<file path="src/core/asp_pkg.sv">
// Shared constants, types and helpers for both ends of the serial audio link.
package asp_pkg;
	typedef enum logic [1:0] {ASP_FMT_LJ, ASP_FMT_I2S, ASP_FMT_TDM} asp_fmt_t;
	typedef enum logic [1:0] {ASP_W16, ASP_W18, ASP_W20, ASP_W24} asp_width_t;

	localparam int ASP_MCLK_NS = 50;
	localparam int ASP_BCLK_NS = 400;
	localparam int ASP_DIV_CNT = ASP_BCLK_NS / ASP_MCLK_NS;
	localparam logic [2:0] ASP_DIV_LAST = 3'(ASP_DIV_CNT - 1);
	localparam logic [2:0] ASP_DIV_HALF = 3'(ASP_DIV_CNT / 2);
	// Two cycles of input synchroniser lag past the rising edge.
	localparam logic [2:0] ASP_DIV_SAMPLE = 3'(ASP_DIV_CNT / 2 + 2);

	localparam int ASP_SLOT_BITS = 32;
	localparam int ASP_SAMPLE_BITS = 24;
	localparam int ASP_PAD_BITS = 8;
	localparam int ASP_TDM_SLOTS = 8;
	localparam int ASP_CH = 4;
	localparam logic [7:0] ASP_LAST_2CH = 8'h3f;
	localparam logic [7:0] ASP_LAST_TDM = 8'hff;
	localparam logic [4:0] ASP_POS_LAST = 5'h1f;
	localparam logic [7:0] ASP_FCNT_RST = 8'hff;
	localparam logic [ASP_PAD_BITS-1:0] ASP_PAD_ZERO = 8'h00;

	function automatic logic [4:0] asp_delay(input asp_fmt_t fmt);
		return (fmt == ASP_FMT_I2S) ? 5'h01 : 5'h00;
	endfunction : asp_delay

	function automatic logic [7:0] asp_last(input asp_fmt_t fmt);
		return (fmt == ASP_FMT_TDM) ? ASP_LAST_TDM : ASP_LAST_2CH;
	endfunction : asp_last

	function automatic logic [23:0] asp_mask(input asp_width_t w);
		unique case (w)
			ASP_W16: return 24'hffff00;
			ASP_W18: return 24'hffffc0;
			ASP_W20: return 24'hfffff0;
			ASP_W24: return 24'hffffff;
		endcase
	endfunction : asp_mask

	// True on the bit that completes a received word.
	function automatic logic asp_rx_done(input asp_fmt_t fmt, input logic [4:0] pos);
		return (fmt == ASP_FMT_I2S) ? (pos == 5'h00) : (pos == ASP_POS_LAST);
	endfunction : asp_rx_done
endpackage : asp_pkg

</file>
<file path="src/core/asp_link_if.sv">
// Serial audio link between the codec end and the host end.
`timescale 1ns/1ps
`default_nettype none
interface asp_link_if;
	logic bclk;
	logic frame_word_clock;
	logic adc_serial_out_a;
	logic adc_serial_out_b;
	logic dac_serial_in_a;
	logic dac_serial_in_b;

	modport dev (
		output bclk,
		output frame_word_clock,
		output adc_serial_out_a,
		output adc_serial_out_b,
		input dac_serial_in_a,
		input dac_serial_in_b
	);
	modport host (
		input bclk,
		input frame_word_clock,
		input adc_serial_out_a,
		input adc_serial_out_b,
		output dac_serial_in_a,
		output dac_serial_in_b
	);
endinterface : asp_link_if
`default_nettype wire

</file>
<file path="src/core/asp_device.sv">
// Codec end of the serial audio link, acting as clock master.
`timescale 1ns/1ps
`default_nettype none
module asp_device
	import asp_pkg::*;
(
	input wire logic mclk_i,
	input wire logic nrst_i,
	input wire asp_fmt_t fmt_i,
	input wire asp_width_t width_i,
	input wire logic output_chain_enable_i,
	input wire logic [ASP_SAMPLE_BITS-1:0] analog_in_ch_i [ASP_CH],
	output logic [ASP_SAMPLE_BITS-1:0] analog_out_ch_o [ASP_CH],
	output logic frame_start_o,
	asp_link_if.dev link
);
	// Only clock master operation is built; the far end follows these clocks.
	// The fixed divider means the bit clock period is always eight system clocks.

	logic [2:0] div_r, div_nxt;
	logic bclk_r, bclk_nxt;
	logic [7:0] fcnt_r, fcnt_nxt;
	logic fwc_r, fwc_nxt;
	logic frame_start_nxt;
	logic fall, smp;
	logic [4:0] dly;

	// Bit clock divider and frame position.
	// The bit clock is high for the second half of the divider count, so every
	// bit clock edge falls on a known count.
	// After reset the frame counter rests on its last value, so the first
	// falling bit clock edge opens frame bit zero.
	always_comb begin
		fall = (div_r == ASP_DIV_LAST);
		smp = (div_r == ASP_DIV_SAMPLE);
		dly = asp_delay(fmt_i);
		div_nxt = fall ? 3'h0 : 3'(div_r + 3'h1);
		bclk_nxt = (div_nxt >= ASP_DIV_HALF);
		fcnt_nxt = fcnt_r;
		fwc_nxt = fwc_r;
		frame_start_nxt = 1'b0;
		if (fall) begin
			fcnt_nxt = (fcnt_r >= asp_last(fmt_i)) ? 8'h00 : 8'(fcnt_r + 8'h01);
			frame_start_nxt = (fcnt_nxt == 8'h00);
			unique case (fmt_i)
				ASP_FMT_I2S: fwc_nxt = fcnt_nxt[5];
				// A one bit wide pulse marks the start of a TDM frame.
				ASP_FMT_TDM: fwc_nxt = (fcnt_nxt == 8'h00);
				default: fwc_nxt = ~fcnt_nxt[5];
			endcase
		end
	end

	always_ff @(posedge mclk_i or negedge nrst_i) begin
		if (!nrst_i) begin
			div_r <= 3'h0;
			bclk_r <= 1'b0;
			fcnt_r <= ASP_FCNT_RST;
			fwc_r <= 1'b0;
			frame_start_o <= 1'b0;
		end else begin
			div_r <= div_nxt;
			bclk_r <= bclk_nxt;
			fcnt_r <= fcnt_nxt;
			fwc_r <= fwc_nxt;
			frame_start_o <= frame_start_nxt;
		end
	end

	// Transmit shifters for both serial outputs.
	// They shift on the count that also drops the bit clock, so a data bit
	// and the falling edge leave their flops at the same clock edge.
	// The chain buffer refills every TDM frame whatever the enable says; the
	// enable only chooses what goes out in the upper four slots.
	logic [ASP_SLOT_BITS-1:0] sh_a_r, sh_a_nxt, sh_b_r, sh_b_nxt;
	logic [ASP_SAMPLE_BITS-1:0] chain_r [ASP_CH];
	logic [ASP_SAMPLE_BITS-1:0] chain_nxt [ASP_CH];
	logic [2:0] tslot;
	logic [23:0] msk;

	always_comb begin
		tslot = fcnt_nxt[7:5];
		msk = asp_mask(width_i);
		sh_a_nxt = sh_a_r;
		sh_b_nxt = sh_b_r;
		if (fall) begin
			sh_a_nxt = {sh_a_r[ASP_SLOT_BITS-2:0], 1'b0};
			sh_b_nxt = {sh_b_r[ASP_SLOT_BITS-2:0], 1'b0};
			if (fcnt_nxt[4:0] == dly) begin
				if (fmt_i == ASP_FMT_TDM) begin
					// Out B stays silent in TDM; the whole stream is on out A.
					sh_b_nxt = '0;
					if (tslot < 3'(ASP_CH)) begin
						// merged stream, slots in order, zero pad
						sh_a_nxt = {analog_in_ch_i[tslot[1:0]], ASP_PAD_ZERO};
					end else if (output_chain_enable_i) begin
						// chain gated, forward in B slots
						sh_a_nxt = {chain_r[tslot[1:0]], ASP_PAD_ZERO};
					end else begin
						sh_a_nxt = '0;
					end
				end else begin
					// Bits below the chosen word width go out as zero.
					// pair routing, ADC width mask
					sh_a_nxt = {analog_in_ch_i[{1'b0, tslot[0]}] & msk, ASP_PAD_ZERO};
					sh_b_nxt = {analog_in_ch_i[{1'b1, tslot[0]}] & msk, ASP_PAD_ZERO};
				end
			end
		end
	end

	logic dout_a_r, dout_b_r;

	always_ff @(posedge mclk_i or negedge nrst_i) begin
		if (!nrst_i) begin
			sh_a_r <= '0;
			sh_b_r <= '0;
			dout_a_r <= 1'b0;
			dout_b_r <= 1'b0;
		end else begin
			sh_a_r <= sh_a_nxt;
			sh_b_r <= sh_b_nxt;
			dout_a_r <= sh_a_nxt[ASP_SLOT_BITS-1];
			dout_b_r <= sh_b_nxt[ASP_SLOT_BITS-1];
		end
	end

	assign link.bclk = bclk_r;
	assign link.frame_word_clock = fwc_r;
	assign link.adc_serial_out_a = dout_a_r;
	assign link.adc_serial_out_b = dout_b_r;

	// Receive path; serial inputs come from another domain.
	// A bit is taken two counts after the bit clock rises, when the second
	// synchroniser stage holds the value that stood just after that rise.
	// In I2S a word ends on the first bit of the next slot, so the slot
	// index is taken back by one there.
	logic [1:0] sync1_r, sync2_r;
	logic [ASP_SLOT_BITS-1:0] rx_a_r, rx_a_nxt, rx_b_r, rx_b_nxt;
	logic [ASP_SAMPLE_BITS-1:0] dac_nxt [ASP_CH];
	logic [2:0] rslot;

	always_comb begin
		rx_a_nxt = rx_a_r;
		rx_b_nxt = rx_b_r;
		dac_nxt = analog_out_ch_o;
		chain_nxt = chain_r;
		rslot = 3'(fcnt_r[7:5] - dly[2:0]);
		if (smp) begin
			rx_a_nxt = {rx_a_r[ASP_SLOT_BITS-2:0], sync2_r[0]};
			rx_b_nxt = {rx_b_r[ASP_SLOT_BITS-2:0], sync2_r[1]};
			if (asp_rx_done(fmt_i, fcnt_r[4:0])) begin
				if (fmt_i == ASP_FMT_TDM) begin
					if (rslot < 3'(ASP_CH)) begin
						// low 8 ignored, 24-bit DAC words
						dac_nxt[rslot[1:0]] = rx_a_nxt[ASP_SLOT_BITS-1:ASP_PAD_BITS];
						chain_nxt[rslot[1:0]] = rx_b_nxt[ASP_SLOT_BITS-1:ASP_PAD_BITS];
					end
				end else begin
					dac_nxt[{1'b0, rslot[0]}] = rx_a_nxt[ASP_SLOT_BITS-1:ASP_PAD_BITS];
					dac_nxt[{1'b1, rslot[0]}] = rx_b_nxt[ASP_SLOT_BITS-1:ASP_PAD_BITS];
				end
			end
		end
	end

	always_ff @(posedge mclk_i or negedge nrst_i) begin
		if (!nrst_i) begin
			sync1_r <= 2'h0;
			sync2_r <= 2'h0;
			rx_a_r <= '0;
			rx_b_r <= '0;
			for (int i = 0; i < ASP_CH; i++) begin
				analog_out_ch_o[i] <= '0;
				chain_r[i] <= '0;
			end
		end else begin
			sync1_r <= {link.dac_serial_in_b, link.dac_serial_in_a};
			sync2_r <= sync1_r;
			rx_a_r <= rx_a_nxt;
			rx_b_r <= rx_b_nxt;
			analog_out_ch_o <= dac_nxt;
			chain_r <= chain_nxt;
		end
	end
endmodule : asp_device
`default_nettype wire

</file>
<file path="src/flat_wrapper.sv">
// flat-port wrapper written by rule: the top's interface ports become plain ports
module asp_device_flat import asp_pkg::*;
  (mclk_i, nrst_i, fmt_i, width_i, output_chain_enable_i, analog_in_ch_i, analog_out_ch_o, frame_start_o, link_bclk, link_frame_word_clock, link_adc_serial_out_a, link_adc_serial_out_b, link_dac_serial_in_a, link_dac_serial_in_b);
  asp_link_if link_i ();
  input wire logic mclk_i;
  input wire logic nrst_i;
  input wire asp_fmt_t fmt_i;
  input wire asp_width_t width_i;
  input wire logic output_chain_enable_i;
  input wire logic [ASP_SAMPLE_BITS-1:0] analog_in_ch_i[ASP_CH];
  output logic [ASP_SAMPLE_BITS-1:0] analog_out_ch_o[ASP_CH];
  output logic frame_start_o;
  output wire logic [$bits(link_i.bclk)-1:0] link_bclk;
  output wire logic [$bits(link_i.frame_word_clock)-1:0] link_frame_word_clock;
  output wire logic [$bits(link_i.adc_serial_out_a)-1:0] link_adc_serial_out_a;
  output wire logic [$bits(link_i.adc_serial_out_b)-1:0] link_adc_serial_out_b;
  input wire logic [$bits(link_i.dac_serial_in_a)-1:0] link_dac_serial_in_a;
  input wire logic [$bits(link_i.dac_serial_in_b)-1:0] link_dac_serial_in_b;
  assign link_bclk = link_i.bclk;
  assign link_frame_word_clock = link_i.frame_word_clock;
  assign link_adc_serial_out_a = link_i.adc_serial_out_a;
  assign link_adc_serial_out_b = link_i.adc_serial_out_b;
  assign link_i.dac_serial_in_a = link_dac_serial_in_a;
  assign link_i.dac_serial_in_b = link_dac_serial_in_b;
  asp_device u_core (.mclk_i(mclk_i), .nrst_i(nrst_i), .fmt_i(fmt_i), .width_i(width_i), .output_chain_enable_i(output_chain_enable_i), .analog_in_ch_i(analog_in_ch_i), .analog_out_ch_o(analog_out_ch_o), .frame_start_o(frame_start_o), .link(link_i));
endmodule
</file>
<file path="config.mk">
export PLATFORM = sky130hd
export DESIGN_NAME = asp_device_flat
export DESIGN_NICKNAME = d
export VERILOG_FILES = /design/src/core/asp_pkg.sv /design/src/core/asp_link_if.sv /design/src/core/asp_device.sv /design/src/flat_wrapper.sv
export SDC_FILE = /design/constraint.sdc
export NUM_CORES = 1
export LEC_CHECK = 0
export BUFFER_PORTS_ARGS = -buffer_cell sky130_fd_sc_hd__buf_2
export CAP_MARGIN = 30
export CORE_MARGIN = 3
export CORE_UTILIZATION = 50
export DETAILED_ROUTE_END_ITERATION = 6
export PLACE_DENSITY = 0.83
export SLEW_MARGIN = 20
export SYNTH_ARGS = -nofsm -noshare
export SYNTH_HDL_FRONTEND = slang
export SYNTH_SLANG_ARGS = --single-unit
</file>
<file path="constraint.sdc">
create_clock -name mclk_i -period 5.3 [get_ports mclk_i]
set_input_delay 1.06 -clock mclk_i [delete_from_list [all_inputs] [get_ports mclk_i]]
set_output_delay 1.06 -clock mclk_i [all_outputs]
set_load 0.05 [all_outputs]
</file>
==> flow_summary.json, run 1 <==
{
  "synth-simple-area-share": 0.0882,
  "antennaDiodeCount": 0,
  "fillCellCount": 2238,
  "antenna_found_initial": 0,
  "h-tree-depth": 2,
  "cp.arrival_ns": 4.85,
  "p_seq_frac": 0.417,
  "dr_total_vias": 11119,
  "core_um2": 29000,
  "synth_top_family_by_area": "multiplexers",
  "fin_area_um2": 17500,
  "place_inst": 1790,
  "gp_congestion": 0.868,
  "min_period_ns": 4.42,
  "synth_flop_cell": "dfrtp_1",
  "die-area_um2": 31900,
  "post-cts-setup-buffers": 0,
  "yosys-top-cells-area": "dfrtp_1 (52%), mux2_2 (16%), mux2i_1 (4.9%)",
  "status": "finished, final reports clean",
  "cp_slowest_cell": "nand4_1",
  "hold_viol": 0,
  "drive_gt1_frac": 0.368,
  "utilization": 0.603,
  "finalCritPeriodShare": 0.834,
  "rsz0062_at_grt": "no",
  "finalNetCount": 1561,
  "synth_compound_area_frac": 0.119,
  "synth_nets": 1381,
  "cts.sinks": 319,
  "cts_buffer_depth": 3,
  "synth_edf_count": 0,
  "p_int_mw": 4.66,
  "ioPinCount": 206,
  "dieWidth_um": 179,
  "cts-root-buf": "clkbuf_16",
  "cts_resized": 0,
  "leakagePower_nw": 8.68,
  "start_util": 0.513,
  "hold_class": "flip-flop to flip-flop",
  "ys_ff_latch": 319,
  "cts_tree": "yes",
  "drc": 0,
  "yosysSeqAreaShare": 0.537,
  "clock_power_share": 0.375,
  "cts-buffers-inserted": 34,
  "relSlewSlack": 0.436,
  "setup_viol": 0,
  "ant_nets": 0,
  "routed_wl_um": 37900,
  "drt_pre_antenna_iters": 6,
  "vias_per_cell": 6.00,
  "fp-row-count": 62,
  "sw_frac_of_total": 0.300,
  "tightestPinTransition_ns": 0.846,
  "fmax_ghz": 0.226,
  "power_density_nw_per_um2": 380,
  "hold_buffers": 0,
  "grt_usage": 0.236,
  "final_cells": 1852,
  "crit_type": "input pin to flip-flop",
  "area_growth_pct": 17.7,
  "synth.avg_cell_area_um2": 11.8,
  "grt_max_degree": 144,
  "vdd_drop_max_mv": 0.267,
  "synth_top_area_frac": 0.523,
  "die_height_um": 179,
  "synth_most_common_cell": "dfrtp_1",
  "slowest_delay_ns": 0.64,
  "netlist_instances": 1264,
  "cp_num_buf_inv": 5,
  "clk-insertion-delay-late_ns": 0.52,
  "grt_pass1_wl_um": 60200,
  "synth_fa_ha_area_frac": 0.0101,
  "clkTransAtPathRegs_ns": 0.06,
  "rr_startpoint": "u_core.fcnt_r[7]",
  "dp.final_hpwl_um": 25300,
  "grt_pass1_vias": 11275,
  "power.switching_mw": 2.00,
  "wire_per_inst_um": 20.5,
  "hp-start": "u_core.sync1_r[0]",
  "drv_cap": 0,
  "setup_tns_ns": 0,
  "synthMuxAreaShare": 0.213,
  "crit_fanout": 26,
  "end_kind": "flip-flop",
  "worstSetupStartpointType": "input pin",
  "worstPathRequired_ns": 5.73,
  "drtIter0Drc": 1031,
  "slew_viol_final": 0,
  "yosys.area.top_type": "dfrtp_1",
  "port_buffers": 205,
  "synth-xor-area-share": 0.00235,
  "placed_area_um2": 16300,
  "synth_cell_types": 62,
  "yosys_warnings": 0,
  "grt_overflow": 0,
  "synth_async_sr_flop_share": 1.00,
  "worstPathCellList": "buf_2 -> inv_1 -> ha_1 -> inv_1 -> ha_1 -> a21oi_2 -> nand3_1 -> o211a_1 -> buf_4 -> inv_2 -> nand4_1 -> o22ai_1 -> nor3_1 -> o2bb2ai_1",
  "startpoint": "fmt_i[0]",
  "cpLargestDelayFamily": "compound AO/OA/AOI/OAI gates",
  "ys_top_cells_by_count": "dfrtp_1 (311), mux2_2 (215), nand2_1 (114)",
  "clock_skew_ns": 0.0145,
  "syn-cell-area_um2": 14900,
  "combPwrFrac": 0.208
}
-- logic make-up (layout without fill, tap and decap cells) --
family,after synthesis,count (layout)
buf+inv,109,313
simple gates,274,274
xor+xnor,4,4
compound gates,257,257
flops,319,319
mux,289,289
fa+ha+maj,12,12
-- stage by stage --
step	hold slack [ns]	worst slack [ns]	total power, mW
global route	0.363	0.530	6.94
finish	0.354	0.880	6.66
floorplan	0.331	0.940	3.79
global placement	0.343	0.513	4.12
detailed placement	0.347	0.491	4.17
CTS	0.356	0.999	6.67
-- sequential cells by signal, summed over array words and instances, names as in the netlist --
name and count:
u_core.analog_out_ch_o 96, u_core.chain_r 96, u_core.div_r 2, u_core.fcnt_r 8, u_core.frame_start_o 1, u_core.link.adc_serial_out_a 1, u_core.link.adc_serial_out_b 1, u_core.link.bclk 1
u_core.link.frame_word_clock 1, u_core.rx_a_r 31, u_core.rx_b_r 31, u_core.sh_a_r 23, u_core.sh_b_r 23, u_core.sync1_r 2, u_core.sync2_r 2
-- layer usage --
layer / share of wire / wire length [um] / GRT usage / vias to the layer above
met1: 0.43 / 16200 / 0.332 / 5531
met4: 0.019 / 730 / 0.0565 / 0
met3: 0.098 / 3690 / 0.0585 / 71
li1: - / - / - / 4964
met2: 0.46 / 17300 / 0.369 / 553
met5: 0 / 0 / 0 / -
-- worst register-to-register path, cell delays in order, from the launching register on --
cell	delay, ns
dfstp_2	0.65
ha_1	0.34
a21oi_2	0.56
nand3_1	0.14
o211a_1	0.23
buf_4	0.22
inv_2	0.41
nand4_1	0.64
o22ai_1	0.45
nor3_1	0.09
o2bb2ai_1	0.17
-- cells in the final DEF, fill, tap and decap left out, drive strengths merged, types with 4 or more instances in the layout --
cell / count
nor3: 20
dfstp: 8
a32oi: 8
o31ai: 24
nor4: 18
and3: 4
o21ai: 50
mux2i: 73
nand3: 24
o211ai: 6
nor2: 53
and2: 4
ha: 12
inv: 19
buf: 235
o22ai: 41
a21oi: 52
mux2: 216
bufinv: 5
nand2: 114
o2bb2ai: 15
nand2b: 25
clkbuf: 51
a221oi: 14
a22oi: 32
dfrtp: 311
-- path summary, 6_finish.rpt --
check                                             endpoint  slack [ns]  depth (start not counted)
max in group asynchronous                u_core.sh_b_r[10]        3.54                          3
worst min register to register           u_core.sync2_r[0]        0.35                          0
worst max register to register           u_core.sh_a_r[20]        1.33                         10
worst max-delay path                     u_core.sh_a_r[20]        0.88                         14
worst min-delay path                     u_core.sync2_r[0]        0.35                          0
min in group asynchronous       u_core.analog_out_ch_o[89]        0.42                          1
-- power groups by stage --
| stage | Combinational [mW] | Clock, mW | Sequential, mW |
|---|---|---|---|
| after CTS | 1.37 | 2.53 | 2.77 |
| after detailed placement | 1.36 | 0 | 2.81 |
| after global placement | 1.31 | 0 | 2.81 |
| after global routing | 1.50 | 2.64 | 2.80 |
| final | 1.38 | 2.50 | 2.78 |
| after floorplan | 1.01 | 0 | 2.78 |
-- final cells by class --
cell class	count	area [um^2]	share of cell area
flip-flops and latches	319	7990	0.457
multi-input cells	836	6460	0.369
repair buffers	235	1330	0.0758
clock buffers	51	985	0.0562
well taps	384	480	0.0274
clock inverters	9	199	0.0114
inverters	18	67.6	0.00386
No activity file was read; power rests on OpenSTA's default activity.
==> run 2, diff against run 1 <==
PLACE_DENSITY = 0.86   (was 0.83)
clock period = 4.05 ns   (was 5.3 ns; I/O delays follow)
==> run 2 against run 1 <==
Compared with the run above: design area up 0.26%; clock skew down 0.0019 ns; the flow now finishes with violations (design-rule violations); count of clock-buffer cells in the layout unchanged; largest cell class unchanged; hold slack worse by 0.00065 ns; sequential power up 31%.
==> flow_summary.json, run 2 (synthesis results as in run 1) <==
{
  "status": "finished, violations left",
  "violations": "design-rule violations",
  "crit_fanout": 51,
  "sw_frac_of_total": 0.305,
  "ioPinCount": 206,
  "routed_wl_um": 38200,
  "grt_pass1_vias": 11288,
  "p_seq_frac": 0.420,
  "antenna_found_initial": 0,
  "cts-root-buf": "clkbuf_16",
  "cts.sinks": 319,
  "rr_startpoint": "u_core.fcnt_r[7]",
  "end_kind": "flip-flop",
  "cts-buffers-inserted": 34,
  "combPwrFrac": 0.216,
  "post-cts-setup-buffers": 0,
  "layout_commonest_cell": "dfrtp_1",
  "setup_viol": 0,
  "grt_max_degree": 137,
  "cts_buffer_depth": 3,
  "drive_gt1_frac": 0.374,
  "multiInputGateArea_um2": 6460,
  "clock_power_share": 0.365,
  "most-common-layout-cells": "dfrtp_1 (311), mux2_2 (215), buf_2 (204)",
  "area_growth_pct": 18.0,
  "crit_type": "input pin to flip-flop",
  "dieWidth_um": 179,
  "power_density_nw_per_um2": 493,
  "start_util": 0.513,
  "p_int_mw": 6.01,
  "wire_per_inst_um": 20.5,
  "die_height_um": 179,
  "ant_nets": 0,
  "worstSetupStartpointType": "input pin",
  "h-tree-depth": 2,
  "gp_congestion": 0.856,
  "slew_viol_final": 0,
  "fin_area_um2": 17600,
  "cts_tree": "yes",
  "min_period_ns": 3.44,
  "hp-start": "u_core.sync1_r[0]",
  "dr_total_vias": 11082,
  "port_buffers": 205,
  "antennaDiodeCount": 0,
  "hold_class": "flip-flop to flip-flop",
  "cts_resized": 0,
  "power_mw": 8.65,
  "fillCellCount": 2244,
  "grt_usage": 0.238,
  "leakagePower_nw": 8.72,
  "tightestPinTransition_ns": 1.01,
  "relSlewSlack": 0.327,
  "grt_pass1_wl_um": 60800,
  "cp.arrival_ns": 3.83,
  "whs_ns": 0.353,
  "setup_tns_ns": 0,
  "dp.final_hpwl_um": 25600,
  "vias_per_cell": 5.95,
  "fmax_ghz": 0.291,
  "globalRoute.busiestLayer": "met2",
  "reg_top3": "u_core.analog_out_ch_o: 96 flops, u_core.chain_r: 96 flops",
  "worstPathRequired_ns": 4.44,
  "utilization": 0.605,
  "grt_overflow": 0,
  "hold_viol": 0,
  "register_area_um2": 7990,
  "drc": 1,
  "met3_usage": 0.0585,
  "startpoint": "fmt_i[0]",
  "met1_usage": 0.335,
  "drt_pre_antenna_iters": 7,
  "drtIter0Drc": 1391,
  "finalCritPeriodShare": 0.850,
  "drv_cap": 0,
  "met2_usage": 0.377,
  "power.switching_mw": 2.64,
  "rsz0062_at_grt": "no",
  "vdd_drop_max_mv": 0.411,
  "clkTransAtPathRegs_ns": 0.06,
  "die-area_um2": 31900,
  "placed_area_um2": 16400,
  "finalNetCount": 1569,
  "hold_buffers": 0,
  "core_um2": 29000,
  "clock_skew_ns": 0.0125,
  "fp-row-count": 62,
  "clk-insertion-delay-late_ns": 0.52
}
-- run 2: worst paths after layout --
kind,to,slack [ns],cells past startpoint
setup / recovery,u_core.sh_a_r[19],0.61,14
hold / removal,u_core.sync2_r[0],0.35,0
setup reg to reg,u_core.sh_a_r[19],0.74,10
hold reg to reg,u_core.sync2_r[0],0.35,0
max in group asynchronous,u_core.chain_r[79],2.72,2
min in group asynchronous,u_core.analog_out_ch_o[91],0.39,1
-- run 2: layout make-up --
class	count	area share
multi-input combinational	836	0.368
clock buffer	51	0.0579
inverter	18	0.00385
timing repair buffer	243	0.0803
sequential	319	0.455
clock inverter	11	0.00727
tap	384	0.0274
-- run 2: power groups by stage --
stage,combinational [mW],clock (mW),sequential (mW)
6_report,1.87,3.15,3.63
3_5_place_dp,1.84,0,3.67
4_1_cts,1.85,3.20,3.62
5_1_grt,2.03,3.34,3.65
2_1_floorplan,1.32,0,3.64
3_3_place_gp,1.79,0,3.67
-- run 2: metrics by stage --
stage | setup slack, ns | instances
floorplan | 0.0516 | 1264
global placement | 0.199 | 1800
detailed placement | 0.166 | 1800
CTS | 0.697 | 1862
global route | 0.355 | 1862
finish | 0.609 | 1862
-- run 2: critical path: stages --
cell       delay, ns
buf_2           0.11
inv_1           0.05
ha_1            0.18
inv_1           0.10
ha_1            0.38
a21oi_2         0.56
nand3_1         0.16
o211a_1         0.26
inv_2           0.07
buf_12          0.29
mux2i_1         0.39
o22ai_1         0.16
nor3_1          0.19
o2bb2ai_1       0.10
-- run 2: per-layer routing --
layer	wire length, um	vias to the layer above	part of all wire
li1	-	4994	-
met1	16600	5508	0.43
met2	17400	526	0.46
met3	3580	54	0.094
met4	624	0	0.016
met5	0	-	0
